`src/logic/mmaops_cfg.svh`:
```
/*
 * Constants of the multiplicand move and accumulate block: register offsets,
 * field positions, reset values and opcode patterns.
 * Assumes inclusion by bare name from the top module and the accumulator adder.
 */
`ifndef MMAOPS_CFG_SVH
`define MMAOPS_CFG_SVH

// ************************************************************
// Register byte offsets
// ************************************************************
`define OFS_CTRL        8'h00
`define OFS_REPEAT      8'h04
`define OFS_PRODUCT     8'h08
`define OFS_ACC         8'h0C
`define OFS_MULTIPLICAND 8'h10
`define OFS_FLAGS       8'h14
`define OFS_IRQ_STATUS  8'h18
`define OFS_IRQ_MASK    8'h1C
`define OFS_AUX_BASE    8'h20
`define OFS_AUX_TOP     8'h3C

// ************************************************************
// Field positions
// ************************************************************
`define CTRL_OBJECT_MODE_BIT_BIT 0
`define CTRL_SAT_BIT     1
`define CTRL_PM_LSB      2
`define FLAG_N_BIT       0
`define FLAG_Z_BIT       1
`define FLAG_C_BIT       2
`define FLAG_V_BIT       3
`define FLAG_OVC_LSB     8
`define EVT_TRAP_BIT     0
`define EVT_OVF_BIT      1
`define EVT_DONE_BIT     2

// ************************************************************
// Reset values
// ************************************************************
`define CTRL_RESET       5'h06
`define MASK_RESET       3'h0

// ************************************************************
// Opcode patterns
// ************************************************************
`define OP_CLEAR_LOW     16'h5656
`define OP_SAVE_PC_HI    13'h07CB
`define OP_LOAD_ADD_HI   8'h10
`define OP_SHIFT_ADD_HI  8'hA7
`define LOC_REG_MODE_HI  3'h5
`define LOW_HALF_ZERO    16'h0000
`define SAT_POS          32'h7FFFFFFF
`define SAT_NEG          32'h80000000

`endif

```
`src/logic/mmaops_pkg.sv`:
```
/*
 * Types shared by the multiplicand move and accumulate block.
 * Assumes nothing of its surroundings.
 */
package mmaops_pkg;

  // Sequencer states of the operation engine
  typedef enum logic [2:0] {
    ST_IDLE,
    ST_READ,
    ST_EXEC,
    ST_WRITE
  } state_t;

endpackage

```
`src/logic/multiplicand_move_accumulate_ops.sv`:
```
/*
 * Execution engine for the multiplicand low-half clear, the program counter
 * save, the load-and-add and the load-shift-add moves, with a register port,
 * sticky event status and one interrupt output.
 * Assumes instruction words arrive with the operand address already formed,
 * and a data memory that answers a read one cycle after the read enable.
 */
// The placing of the registers and the strobed register port are this design's own decisions.
`timescale 1ns/1ps
`include "mmaops_cfg.svh"

// Contract
// - Clear-low opcode, object mode 1 only, zeroes multiplicand low half in one cycle.
// - Clear-low keeps the multiplicand upper half and touches no flag.
// - Non-repeatable ops run once after a repeat and zero the repeat counter.
// - Load-and-add loads multiplicand upper half and adds shifted product to accumulator.
// - Load-and-add runs N+1 times; flags from last pass, overflow sticky.
// - Negative flag follows accumulator bit 31 after accumulating moves.
// - Zero flag set when whole accumulator is zero after accumulating moves.
// - Overflow flag set on overflow, otherwise left unchanged.
// - Without saturation, overflow counter counts up or down on overflow.
// - With saturation, overflowing result clamps to most positive or negative.
// - Product shift: positive is left shift zero fill, negative arithmetic right.
// - Load-shift-add, mode 1 only, loads upper half, stores it next up, accumulates.
// - Load-shift-add with a register addressing mode raises an illegal trap.
module multiplicand_move_accumulate_ops (
  input  wire logic        sys_clk,
  input  wire logic        rst_n,
  input  wire logic [7:0]  reg_addr,
  input  wire logic [31:0] reg_wdata,
  input  wire logic        reg_wr,
  input  wire logic        reg_rd,
  output logic      [31:0] reg_rdata,
  input  wire logic        instr_valid,
  input  wire logic [15:0] instr_word,
  input  wire logic [21:0] pc_value,
  input  wire logic [15:0] operand_addr,
  output logic             instr_ready,
  output logic             mem_rd_en,
  output logic      [15:0] mem_rd_addr,
  input  wire logic [15:0] mem_rd_data,
  output logic             mem_wr_en,
  output logic      [15:0] mem_wr_addr,
  output logic      [15:0] mem_wr_data,
  output logic             trap_pulse,
  output logic             irq
);

  // ************************************************************
  // State
  // ************************************************************
  mmaops_pkg::state_t state_reg, state_next;
  logic [4:0]  ctrl_reg, ctrl_next;
  logic [15:0] repeat_counter_reg, repeat_counter_next;
  logic [31:0] product_reg, product_next;
  logic [31:0] acc_reg, acc_next;
  logic [31:0] multiplicand_register_reg, multiplicand_register_next;
  logic [3:0]  flags_reg, flags_next;
  logic [5:0]  ovc_reg, ovc_next;
  logic [2:0]  status_reg, status_next;
  logic [2:0]  mask_reg, mask_next;
  logic [31:0] aux_pointer_register_reg [8];
  logic [31:0] aux_pointer_register_next [8];
  logic        is_shift_add_reg, is_shift_add_next;
  logic [15:0] op_addr_reg, op_addr_next;
  logic [31:0] rdata_reg, rdata_next;
  logic        ready_reg, ready_next;
  logic        rd_en_reg, rd_en_next;
  logic        wr_en_reg, wr_en_next;
  logic [15:0] wr_addr_reg, wr_addr_next;
  logic [15:0] wr_data_reg, wr_data_next;
  logic        trap_reg, trap_next;
  logic        irq_reg, irq_next;

  logic [31:0] shifted_product;
  logic [31:0] add_result;
  logic        add_carry;
  logic        add_ovf_pos;
  logic        add_ovf_neg;
  logic [31:0] acc_operand;
  logic [2:0]  events;

  // ************************************************************
  // Decode helpers
  // ************************************************************
  // Operand field naming a register rather than a memory location
  function automatic logic reg_addressing(input logic [7:0] loc);
    reg_addressing = (loc[7:5] == `LOC_REG_MODE_HI);
  endfunction

  // True when the port address equals the given register byte offset
  function automatic logic hit(input logic [7:0] addr, input logic [7:0] ofs);
    hit = (addr == ofs);
  endfunction

  // ************************************************************
  // Arithmetic path
  // ************************************************************
  product_shifter u_shifter (
    .product     (product_reg),
    .shift_field (ctrl_reg[`CTRL_PM_LSB +: 3]),
    .shifted     (shifted_product)
  );

  // Accumulator input is the accumulator register; software writes reach it a cycle later
  assign acc_operand = acc_reg;

  acc_adder u_adder (
    .acc      (acc_operand),
    .addend   (shifted_product),
    .saturate (ctrl_reg[`CTRL_SAT_BIT]),
    .result   (add_result),
    .carry    (add_carry),
    .ovf_pos  (add_ovf_pos),
    .ovf_neg  (add_ovf_neg)
  );

  // ************************************************************
  // Next-state logic: sequencer, core registers, register port
  // ************************************************************
  always_comb begin
    state_next                 = state_reg;
    ctrl_next                  = ctrl_reg;
    repeat_counter_next        = repeat_counter_reg;
    product_next               = product_reg;
    acc_next                   = acc_reg;
    multiplicand_register_next = multiplicand_register_reg;
    flags_next                 = flags_reg;
    ovc_next                   = ovc_reg;
    mask_next                  = mask_reg;
    is_shift_add_next          = is_shift_add_reg;
    op_addr_next               = op_addr_reg;
    rd_en_next                 = 1'b0;
    wr_en_next                 = 1'b0;
    wr_addr_next               = wr_addr_reg;
    wr_data_next               = wr_data_reg;
    trap_next                  = 1'b0;
    events                     = 3'h0;
    for (int i = 0; i < 8; i++) begin
      aux_pointer_register_next[i] = aux_pointer_register_reg[i];
    end

    // Software writes first so the engine below overrides on a clash
    if (reg_wr) begin
      if (hit(reg_addr, `OFS_CTRL)) ctrl_next = reg_wdata[4:0];
      if (hit(reg_addr, `OFS_REPEAT)) repeat_counter_next = reg_wdata[15:0];
      if (hit(reg_addr, `OFS_PRODUCT)) product_next = reg_wdata;
      if (hit(reg_addr, `OFS_ACC)) acc_next = reg_wdata;
      if (hit(reg_addr, `OFS_MULTIPLICAND)) multiplicand_register_next = reg_wdata;
      if (hit(reg_addr, `OFS_FLAGS)) begin
        flags_next = reg_wdata[3:0];
        ovc_next   = reg_wdata[`FLAG_OVC_LSB +: 6];
      end
      if (hit(reg_addr, `OFS_IRQ_MASK)) mask_next = reg_wdata[2:0];
    end

    case (state_reg)
      mmaops_pkg::ST_IDLE: begin
        if (instr_valid) begin
          if (instr_word == `OP_CLEAR_LOW) begin
            if (ctrl_reg[`CTRL_OBJECT_MODE_BIT_BIT]) begin
              // Upper half and flags untouched
              multiplicand_register_next = {multiplicand_register_reg[31:16],
                                            `LOW_HALF_ZERO};
              events[`EVT_DONE_BIT] = 1'b1;
            end else begin
              trap_next = 1'b1;
              events[`EVT_TRAP_BIT] = 1'b1;
            end
            repeat_counter_next = 16'h0000;
          end else if (instr_word[15:3] == `OP_SAVE_PC_HI) begin
            if (ctrl_reg[`CTRL_OBJECT_MODE_BIT_BIT]) begin
              aux_pointer_register_next[instr_word[2:0]] =
                {10'h000, pc_value};
              events[`EVT_DONE_BIT] = 1'b1;
            end else begin
              trap_next = 1'b1;
              events[`EVT_TRAP_BIT] = 1'b1;
            end
            repeat_counter_next = 16'h0000;
          end else if (instr_word[15:8] == `OP_LOAD_ADD_HI) begin
            // Repeat counter kept: it sets the pass count
            is_shift_add_next = 1'b0;
            op_addr_next      = operand_addr;
            rd_en_next        = 1'b1;
            state_next        = mmaops_pkg::ST_READ;
          end else if (instr_word[15:8] == `OP_SHIFT_ADD_HI) begin
            repeat_counter_next = 16'h0000;
            if (!ctrl_reg[`CTRL_OBJECT_MODE_BIT_BIT] || reg_addressing(instr_word[7:0])) begin
              trap_next = 1'b1;
              events[`EVT_TRAP_BIT] = 1'b1;
            end else begin
              is_shift_add_next = 1'b1;
              op_addr_next      = operand_addr;
              rd_en_next        = 1'b1;
              state_next        = mmaops_pkg::ST_READ;
            end
          end
        end
      end
      mmaops_pkg::ST_READ: begin
        // Read enable is out this cycle; data comes next cycle
        state_next = mmaops_pkg::ST_EXEC;
      end
      mmaops_pkg::ST_EXEC: begin
        multiplicand_register_next = {mem_rd_data,
                                      multiplicand_register_reg[15:0]};
        acc_next                   = add_result;
        flags_next[`FLAG_N_BIT]    = add_result[31];
        flags_next[`FLAG_Z_BIT]    = (add_result == 32'h00000000);
        flags_next[`FLAG_C_BIT]    = add_carry;
        // Only ever set, so an early pass overflow survives the repeat
        if (add_ovf_pos || add_ovf_neg) begin
          flags_next[`FLAG_V_BIT] = 1'b1;
          events[`EVT_OVF_BIT]    = 1'b1;
        end
        if (!ctrl_reg[`CTRL_SAT_BIT] && add_ovf_pos) begin
          ovc_next = ovc_reg + 6'h01;
        end else if (!ctrl_reg[`CTRL_SAT_BIT] && add_ovf_neg) begin
          ovc_next = ovc_reg - 6'h01;
        end
        if (is_shift_add_reg) begin
          // Write issued only after the read data is in hand
          wr_en_next   = 1'b1;
          wr_addr_next = op_addr_reg + 16'h0001;
          wr_data_next = mem_rd_data;
          state_next   = mmaops_pkg::ST_WRITE;
        end else if (repeat_counter_reg != 16'h0000) begin
          repeat_counter_next = repeat_counter_reg - 16'h0001;
          rd_en_next          = 1'b1;
          state_next          = mmaops_pkg::ST_READ;
        end else begin
          events[`EVT_DONE_BIT] = 1'b1;
          state_next            = mmaops_pkg::ST_IDLE;
        end
      end
      mmaops_pkg::ST_WRITE: begin
        events[`EVT_DONE_BIT] = 1'b1;
        state_next            = mmaops_pkg::ST_IDLE;
      end
      default: begin
        state_next = mmaops_pkg::ST_IDLE;
      end
    endcase

    // Ready only while the next cycle is idle
    ready_next = (state_next == mmaops_pkg::ST_IDLE);

    // Sticky events; a read of status clears, but a new event wins
    status_next = status_reg;
    if (reg_rd && hit(reg_addr, `OFS_IRQ_STATUS)) begin
      status_next = 3'h0;
    end
    status_next = status_next | events;
    irq_next    = |(status_next & mask_next);
  end

  // ************************************************************
  // Read data, one cycle after the read strobe; unmapped reads zero
  // ************************************************************
  always_comb begin
    rdata_next = 32'h00000000;
    if (reg_rd) begin
      case (reg_addr)
        `OFS_CTRL:         rdata_next = {27'h0000000, ctrl_reg};
        `OFS_REPEAT:       rdata_next = {16'h0000, repeat_counter_reg};
        `OFS_PRODUCT:      rdata_next = product_reg;
        `OFS_ACC:          rdata_next = acc_reg;
        `OFS_MULTIPLICAND: rdata_next = multiplicand_register_reg;
        `OFS_FLAGS:        rdata_next = {18'h00000, ovc_reg, 4'h0, flags_reg};
        `OFS_IRQ_STATUS:   rdata_next = {29'h00000000, status_reg};
        `OFS_IRQ_MASK:     rdata_next = {29'h00000000, mask_reg};
        default: begin
          if (reg_addr >= `OFS_AUX_BASE && reg_addr <= `OFS_AUX_TOP &&
              reg_addr[1:0] == 2'h0) begin
            rdata_next = aux_pointer_register_reg[reg_addr[4:2]];
          end
        end
      endcase
    end
  end

  // ************************************************************
  // Registers
  // ************************************************************
  always_ff @(posedge sys_clk or negedge rst_n) begin
    if (!rst_n) begin
      state_reg                 <= mmaops_pkg::ST_IDLE;
      ctrl_reg                  <= `CTRL_RESET;
      repeat_counter_reg        <= 16'h0000;
      product_reg               <= 32'h00000000;
      acc_reg                   <= 32'h00000000;
      multiplicand_register_reg <= 32'h00000000;
      flags_reg                 <= 4'h0;
      ovc_reg                   <= 6'h00;
      status_reg                <= 3'h0;
      mask_reg                  <= `MASK_RESET;
      is_shift_add_reg          <= 1'b0;
      op_addr_reg               <= 16'h0000;
      rdata_reg                 <= 32'h00000000;
      ready_reg                 <= 1'b1;
      rd_en_reg                 <= 1'b0;
      wr_en_reg                 <= 1'b0;
      wr_addr_reg               <= 16'h0000;
      wr_data_reg               <= 16'h0000;
      trap_reg                  <= 1'b0;
      irq_reg                   <= 1'b0;
      for (int i = 0; i < 8; i++) begin
        aux_pointer_register_reg[i] <= 32'h00000000;
      end
    end else begin
      state_reg                 <= state_next;
      ctrl_reg                  <= ctrl_next;
      repeat_counter_reg        <= repeat_counter_next;
      product_reg               <= product_next;
      acc_reg                   <= acc_next;
      multiplicand_register_reg <= multiplicand_register_next;
      flags_reg                 <= flags_next;
      ovc_reg                   <= ovc_next;
      status_reg                <= status_next;
      mask_reg                  <= mask_next;
      is_shift_add_reg          <= is_shift_add_next;
      op_addr_reg               <= op_addr_next;
      rdata_reg                 <= rdata_next;
      ready_reg                 <= ready_next;
      rd_en_reg                 <= rd_en_next;
      wr_en_reg                 <= wr_en_next;
      wr_addr_reg               <= wr_addr_next;
      wr_data_reg               <= wr_data_next;
      trap_reg                  <= trap_next;
      irq_reg                   <= irq_next;
      for (int i = 0; i < 8; i++) begin
        aux_pointer_register_reg[i] <= aux_pointer_register_next[i];
      end
    end
  end

  // Outputs straight from flip-flops
  assign reg_rdata   = rdata_reg;
  assign instr_ready = ready_reg;
  assign mem_rd_en   = rd_en_reg;
  assign mem_rd_addr = op_addr_reg;
  assign mem_wr_en   = wr_en_reg;
  assign mem_wr_addr = wr_addr_reg;
  assign mem_wr_data = wr_data_reg;
  assign trap_pulse  = trap_reg;
  assign irq         = irq_reg;

endmodule // multiplicand_move_accumulate_ops

```
`src/logic/product_shifter.sv`:
```
/*
 * Product shifter: scales the product register by the product shift field.
 * Assumes a purely combinational use inside the accumulate path.
 */
`timescale 1ns/1ps

module product_shifter (
  input  wire logic [31:0] product,
  input  wire logic [2:0]  shift_field,
  output logic      [31:0] shifted
);

  // Code 0 shifts left by one, 1 passes, 2..7 shift right by 1..6
  always_comb begin
    case (shift_field)
      3'h0:    shifted = {product[30:0], 1'b0};
      3'h1:    shifted = product;
      default: shifted = $signed(product) >>> (shift_field - 3'h1);
    endcase
  end

endmodule // product_shifter

```
`src/logic/acc_adder.sv`:
```
/*
 * Accumulator adder with carry, signed overflow detection and optional
 * saturation. Assumes a purely combinational use.
 */
`timescale 1ns/1ps
`include "mmaops_cfg.svh"

module acc_adder (
  input  wire logic [31:0] acc,
  input  wire logic [31:0] addend,
  input  wire logic        saturate,
  output logic      [31:0] result,
  output logic             carry,
  output logic             ovf_pos,
  output logic             ovf_neg
);

  logic [32:0] sum;

  // Overflow when like signs give an opposite sign
  always_comb begin
    sum     = {1'b0, acc} + {1'b0, addend};
    carry   = sum[32];
    ovf_pos = ~acc[31] & ~addend[31] & sum[31];
    ovf_neg = acc[31] & addend[31] & ~sum[31];
    if (saturate && ovf_pos) begin
      result = `SAT_POS;
    end else if (saturate && ovf_neg) begin
      result = `SAT_NEG;
    end else begin
      result = sum[31:0];
    end
  end

endmodule // acc_adder

```
`config.mk`:
```
export PLATFORM = sky130hd
export DESIGN_NAME = multiplicand_move_accumulate_ops
export DESIGN_NICKNAME = d
export VERILOG_FILES = /design/src/logic/mmaops_pkg.sv /design/src/logic/multiplicand_move_accumulate_ops.sv /design/src/logic/product_shifter.sv /design/src/logic/acc_adder.sv
export VERILOG_INCLUDE_DIRS = /design/src /design/src/logic
export SDC_FILE = /design/constraint.sdc
export NUM_CORES = 1
export LEC_CHECK = 0
export BUFFER_PORTS_ARGS = -buffer_cell sky130_fd_sc_hd__buf_2
export CAP_MARGIN = 10
export CORE_UTILIZATION = 50
export CTS_BUF_LIST = sky130_fd_sc_hd__clkbuf_16
export DETAILED_ROUTE_END_ITERATION = 8
export PLACE_DENSITY = 0.68
export SLEW_MARGIN = 20
export SYNTH_ARGS = -nofsm -noshare
export SYNTH_HDL_FRONTEND = slang
export SYNTH_SLANG_ARGS = --single-unit
```
`constraint.sdc`:
```
create_clock -name sys_clk -period 15.99 [get_ports sys_clk]
set_input_delay 3.198 -clock sys_clk [delete_from_list [all_inputs] [get_ports sys_clk]]
set_output_delay 3.198 -clock sys_clk [all_outputs]
set_load 0.02 [all_outputs]
```
==> metrics.txt, run 1 <==
outcome=completed; synthesized instance count=~2000; NumNets Final=approximately 2300; Seq/Total Area, Yosys=roughly 46%; Peak VDD IR=about 0.092 mV; Mapped Avg Cell Area=approximately 11 sq um; fmax=approximately 0.14 GHz; Psw=a little over 0.0007 W; post-route worst setup slack=between 8000 and 9000 ps; Core Footprint=~43000 sq um; clock root buffer=clkbuf_16; remaining global-route overflow=0; initial DRC count=roughly 2000; # DRC=0; Post-CTS Setup Bufs=0; commonest non-fill, non-tap cells in the layout=dfrtp_1 (395), mux2_2 (238), nand2_1 (232); Slew Viols, Final=0; H-tree Lvls=2; non-filler cells in the finished layout=approximately 2800; hold crit path type=reg -> reg; WHS=roughly 470 ps; CTS tree=done; Boundary Pins=200; Comb pwr share=~16%; CTS resizes=0; die width=211.3 um; Tmin final=7192 ps; IO buf count=199; DRT antenna net count=0; Overall Global Routing Usage=roughly 30%; Die Area=around 45000 sq um; mux share of post-synthesis cell area=19.12%; post-synthesis simple-gate area fraction=roughly 11%; Placed Cells=roughly 2700; max-cap violations=0; setup violators final=0; clk sink count=a little under 400; clock skew=roughly 25 ps; Async S/R FF share, synth=100.0%; Post-CTS Hold Fix Bufs=0; Final Hold Fails=0; initial antenna violation count=4; area grow syn2layout=13.10%; Die H=211.3 um; synthesized area=~22000 sq um; deepest clock path buffer count=3; Sw Share=~30%; Yosys warning total=0; Pleak=about 12 nW; vias in the first global route=approximately 18000; Synth Flop Type=dfrtp_1; largest family of logic cells by synthesized area=multiplexers; max reg flops=about 180; Slew headroom=29.12%; Post-synth EDFFs=0; final wirelength=between 60000 and 70000 um; Least-Margin Pin Slew=1061 ps; Clk pwr share=between 30% and 40%; Hold Crit Endpoint=mem_wr_data[11]; Post-Place Cell Area=~23000 sq um; DP Wirelength=47060 um; fillers=3720; Hold Path Depth=2; hold_sp=mem_wr_data[11]; Synth Area in Compound Gates=between 15 and 20%; critical path peak fanout=42; Pwr Density=about 99 nW/um^2; CP Class=reg -> reg; syn nets=between 2000 and 2500; sequential power share=roughly 44%; Final Wtd Congestion=approximately 1; worst reg2reg startpoint=ctrl_reg[2]; endpoint type of the worst setup path=flop; CTS clk-pin slew, worst paths=60 ps; XOR/XNOR share of the synthesized area=1.880%; setup TNS=0 ps; WP data required=16510 ps; global-route wire length before repair=102900 um; crit path DAT=between 7000 and 8000 ps; share of layout cells above drive strength 1=roughly 28%; RSZ-0062 raised after global routing=false; vias per cell=between 6 and 7; post-route cell area=between 20000 and 25000 sq um; worst skew pair latency=between 500 and 600 ps; Int Pwr=~0.0017 W; R2R cell count=18; Reg2Reg Setup Slack=roughly 8800 ps; Reg2Reg Capture Point=flags_reg[1]; CP Launch Type=flop; Starting Density=50.71%; Synth cell types=80; routed len/inst=23.83 um; Adder-Cell Fraction of Synth Area=2.720%; router iterations before antenna repair=8; dpl ws=9066 ps; CTS buffer count=43; via count=between 15000 and 20000; commonest non-fill, non-tap cell in the layout=dfrtp_1; cell row count=76; Seq cells post-synth=between 300 and 400; pin count of the biggest net entering global routing=86; Final Cycle Share=44.98%
## cells by family (layout without fill, tap and decap cells)
family,Yosys count,in the layout
other cells,1,2
buf+inv,179,348
mux,331,331
xor+xnor,47,47
simple gates,527,527
compound gates,513,513
flops,398,398
fa+ha+maj,47,47
## synthesized netlist by cell type (22+ instances only)
cell,instances,share of area [%]
o31ai_1,25,0.86
nor3_1,24,0.55
a221oi_1,49,2.0
mux2i_1,47,2.1
a211oi_1,38,1.3
nor2_1,104,1.8
and3_1,22,0.63
a21oi_1,126,2.9
xor2_1,22,0.88
clkbuf_1,97,1.7
nand3_1,29,0.66
nand2_1,232,4.0
a222oi_1,36,1.6
ha_1,46,2.6
inv_1,39,0.67
o21ai_0,85,1.9
a31oi_1,24,0.69
xnor2_1,25,1.0
dfrtp_1,395,45
mux4_2,46,4.7
mux2_2,238,12
## per-layer routing
metal	track usage, %	routed length, um	part of all wire (%)	up-vias
met5	0	46	0.069	-
met4	12.37	2461	3.7	6
met3	4.921	4544	6.8	158
met2	49.65	32770	49	734
met1	39.02	26850	40	9034
li1	-	-	-	7933
## layout make-up
type	instances	area, sq um	share of cell area (%)
timing repair buffer	231	1260	5.088
sequential	398	9963	40.24
multi-input combinational	1466	11310	45.66
inverter	40	150.1	0.6063
antenna	1	2.502	0.01011
clock inverter	34	272.8	1.102
clock buffer	43	1076	4.345
tap	585	732.0	2.956
## stage by stage
step | power, W | utilization [%]
5_1_grt | 0.002531 | 57.35
2_1_floorplan | 0.001337 | -
3_5_place_dp | 0.001483 | 54.20
4_1_cts | 0.002447 | 57.33
3_3_place_gp | 0.001479 | 54.16
6_report | 0.002441 | 57.36
## worst max-delay path, stage by stage (launching register included)
cell and delay, ps:
dfstp_2 1050, inv_1 570, ha_1 450, buf_4 450, mux2_2 410, o21ai_0 240
nor2_1 70, a21oi_1 140, a21oi_1 120, ha_1 390, nand2_1 80, a211oi_1 460
o21a_1 280, o21a_1 200, a221o_1 500, nand3_2 680, and2_1 400, a2111oi_0 390
a31o_1 210
## worst max path at each step
stage,start,endpoint,slack (ps),cells past startpoint
floorplan,ctrl_reg[2],flags_reg[1],10690,22
global placement,ctrl_reg[2],flags_reg[1],8860,18
detailed placement,ctrl_reg[2],flags_reg[1],9070,18
CTS,ctrl_reg[2],flags_reg[1],9030,18
global route,ctrl_reg[2],flags_reg[1],8320,18
finish,ctrl_reg[2],flags_reg[1],8800,18
## power by group through the flow
stage / Combinational, W / Clock (W) / Sequential (W)
floorplan: 0.000260 / 0 / 0.00108
global route: 0.000430 / 0.00102 / 0.00108
CTS: 0.000391 / 0.000979 / 0.00108
finish: 0.000397 / 0.000964 / 0.00108
global placement: 0.000384 / 0 / 0.00109
detailed placement: 0.000388 / 0 / 0.00110
Power figures use the tool's default switching activity.
==> run 2, diff against run 1 <==
--- a/config.mk
+++ b/config.mk
@@ -6,12 +6,13 @@
 export SDC_FILE = /design/constraint.sdc
 export NUM_CORES = 1
 export LEC_CHECK = 0
+export ABC_AREA = 1
 export BUFFER_PORTS_ARGS = -buffer_cell sky130_fd_sc_hd__buf_2
 export CAP_MARGIN = 10
 export CORE_UTILIZATION = 50
 export CTS_BUF_LIST = sky130_fd_sc_hd__clkbuf_16
 export DETAILED_ROUTE_END_ITERATION = 8
-export PLACE_DENSITY = 0.68
+export PLACE_DENSITY = 0.71
 export SLEW_MARGIN = 20
 export SYNTH_ARGS = -nofsm -noshare
 export SYNTH_HDL_FRONTEND = slang
==> constraint.sdc (replaced) <==
create_clock -name sys_clk -period 5.8 [get_ports sys_clk]
set_input_delay 1.16 -clock sys_clk [delete_from_list [all_inputs] [get_ports sys_clk]]
set_output_delay 1.16 -clock sys_clk [all_outputs]
set_load 0.02 [all_outputs]
==> metrics.txt, run 2 <==
commonest non-fill, non-tap cell in the layout=nand2_1; R2R cell count=21 (+3); storage element area=9963 sq um (unchanged); remaining global-route overflow=0 (unchanged); setup violators final=0 (unchanged); WP data required=6270 ps (-10240 ps); Synth cell types=62 (-23%); slowest cell on the critical path=nand2_1; Boundary Pins=200 (unchanged); vias per cell=5.967 (-6.5%); synthesized area=22320 sq um (+2.0%); Post-CTS Hold Fix Bufs=0 (unchanged); syn nets=3054 (+39%); Psw=0.002302 W (+220%); worst path cell trace=inv_1 > ha_1 > inv_1 > nand2_1 > o21ai_0 > nand2_1 > nand3_1 > o221ai_1 > ha_1 > a21oi_1 > nand2_1 > a21oi_2 > nand2_4 > nand2_4 > nand3_1 > nand2_2 > nand3_2 > nand2_1 > buf_4 > a21oi_1 > o22ai_1; Die H=213.3 um (+0.96%); Slew Viols, Final=0 (unchanged); CTS clk-pin slew, worst paths=60 ps (about the same); Reg2Reg Setup Slack=980 ps (-7810 ps); critical path peak fanout=24 (-43%); endpoint type of the worst setup path=flop; CP Class=reg -> reg; final wirelength=75240 um (+13%); die width=213.3 um (+0.96%); clock root buffer=clkbuf_16; routed len/inst=20.66 um (-13%); most used cell, CP=nand2_1; Async S/R FF share, synth=100.0% (unchanged); Seq cells post-synth=398 (unchanged); Die Area=45490 sq um (+1.9%); hold_sp=mem_wr_data[15]; Int Pwr=0.004890 W (+180%); DRT antenna net count=0 (unchanged); NumNets Final=3180 (+36%); global-route wire length before repair=116100 um (+13%); outcome=completed; Hold Path Depth=2 (unchanged); Final Cycle Share=83.02% (+38 points); initial antenna violation count=2 (-2); CTS resizes=0 (unchanged); fmax=0.2077 GHz (+49%); synthesized instance count=2892 (+42%); crit path DAT=5290 ps (-2420 ps); Least-Margin Pin Slew=1020 ps (-40.66 ps); clk sink count=398 (unchanged); Post-synth EDFFs=0 (unchanged); max-cap violations=0 (unchanged); Final Wtd Congestion=0.9967 (+0.50%); Peak VDD IR=0.3434 mV (+270%); share of layout cells above drive strength 1=11.98% (-16 points); H-tree Lvls=2 (unchanged); Tmin final=4815 ps (-2377 ps); critical path launch point=ctrl_reg[2]; Sw Share=32.01% (+2.4 points); initial DRC count=2427 (+20%); count leader, synth=nand2_1; IO buf count=199 (unchanged); pin count of the biggest net entering global routing=147 (+71%); Starting Density=50.59% (-0.13 points); RSZ-0062 raised after global routing=false; Slew headroom=31.84% (+2.7 points); # DRC=0 (unchanged); setup TNS=0 ps (unchanged); Synth area leader=dfrtp_1; via count=21730 (+22%); worst reg2reg startpoint=ctrl_reg[2]; DP Wirelength=53610 um (+14%); Placed Cells=3565 (+31%); Comb pwr share=21.5% (+5.2 points); CTS tree=done; Overall Global Routing Usage=33.20% (+3.3 points); clock skew=22.42 ps (-2.547 ps); non-filler cells in the finished layout=3642 (+30%); Synth top area share=44.28% (-0.87 points); Commonest cells post-synth=nand2_1 (702), o21ai_0 (417), dfrtp_1 (395); Post-CTS Setup Bufs=0 (unchanged); Mapped Avg Cell Area=7.718 sq um (-28%); area grow syn2layout=12.33%; deepest clock path buffer count=3 (unchanged); sequential power share=41.5% (-2.7 points); Core Footprint=44120 sq um (+2.2%); commonest non-fill, non-tap cells in the layout=nand2_1 (701), o21ai_0 (417), dfrtp_1 (395); CP Launch Type=flop; Pwr Density=286.8 nW/um^2 (+190%); vias in the first global route=20300 (+15%); Pleak=12.49 nW (+7.0%); Final Hold Fails=0 (unchanged); slowest cell delay on critical path=620 ps (-430 ps); Seq/Total Area, Yosys=44.64% (-0.87 points); hold crit path type=reg -> reg; multi-input logic area=10550 sq um (-6.7%); max reg flops=176 (unchanged); router iterations before antenna repair=7 (-1); CTS buffer count=43 (unchanged); Area contributors post-synth=dfrtp_1 (44%), nand2_1 (12%), o21ai_0 (9.3%), inv_1 (5.5%), o22ai_1 (3.3%); fillers=4119 (+11%); cell row count=77 (+1.3%); worst skew pair latency=570 ps (-20 ps); Synth Flop Type=dfrtp_1; Clk pwr share=36.9% (-2.6 points); Yosys warning total=0 (unchanged)
-- run 2: cell types whose count changed after synthesis, moves of 31 or more --
cell and delta:
a211oi_1 -31, o21ai_0 +332, o22ai_1 +108, o221ai_1 +59, mux2i_1 -35, nand3_1 +67
mux4_2 -46, nor2_1 +33, inv_1 +287, nand2_1 +470, mux2_2 -222, a221oi_1 -41
a222oi_1 -36
-- run 2: layer usage --
metal  wire length [um]  track usage (%)
met1              31090            45.21
met2              35540            53.81
met4               2949            12.19
met5                  0                0
met3               5659            4.736
-- run 2: logic make-up (layout without fill, tap and decap cells) --
family                   Yosys count  after routing  share of synthesized area (%)
flip-flops                       398            398                          44.64
buffers and inverters            478            634                          8.240
multiplexers                      28             28                          1.345
XOR/XNOR                          40             40                          1.570
adder cells (fa/ha/maj)           47             47                          2.668
AND/OR/NAND/NOR                 1058           1058                          19.77
AO/OA/AOI/OAI                    842            842                          21.75
other                              1              3                        0.01680
-- run 2: final cells by class --
type / count / share of cell area [%]
clock buffers: 43 / 4.291
inverters: 332 / 4.970
repair buffers: 227 / 4.950
multi-input cells: 2016 / 42.07
flip-flops and latches: 398 / 39.74
clock inverters: 32 / 1.008
well taps: 592 / 2.954
diodes: 2 / 0.01996
-- run 2: power groups by stage --
stage          registers (W)  clock network (W)  logic (W)
2_1_floorplan        0.00300                  0    0.00100
3_3_place_gp         0.00303                  0    0.00150
3_5_place_dp         0.00303                  0    0.00151
4_1_cts              0.00298            0.00269    0.00152
5_1_grt              0.00300            0.00280    0.00171
6_report             0.00299            0.00266    0.00155
-- run 2: path summary, 6_finish.rpt --
check	endpoint
max	acc_operand[13]
min	mem_wr_data[15]
max reg2reg	acc_operand[13]
min reg2reg	mem_wr_data[15]
max in group asynchronous	aux_pointer_register_reg[8]
min in group asynchronous	reg_rdata[26]
-- run 2: worst max-delay path: cells and delay by family, from the launching register on --
| kind | cells | cell delay [ps] |
|---|---|---|
| compound gates | 6 | 970 |
| simple gates | 10 | 1520 |
| fa+ha+maj | 2 | 760 |
| flops | 1 | 530 |
| buf+inv | 3 | 900 |
-- run 2: metrics by stage --
stage | power [W] | worst slack [ps] | instance area, sq um | utilization, % | hold slack (ps)
6_report | 0.007192 | 984.9 | 25070 | 56.83 | 472.6
5_1_grt | 0.007501 | 606.0 | 25070 | 56.83 | 505.5
4_1_cts | 0.007189 | 1081 | 25060 | 56.80 | 478.1
3_5_place_dp | 0.004538 | 1107 | 23740 | 53.79 | 463.8
3_3_place_gp | 0.004528 | 1221 | 23740 | 53.79 | 453.7
2_1_floorplan | 0.004004 | 1320 | 22320 | - | 447.9
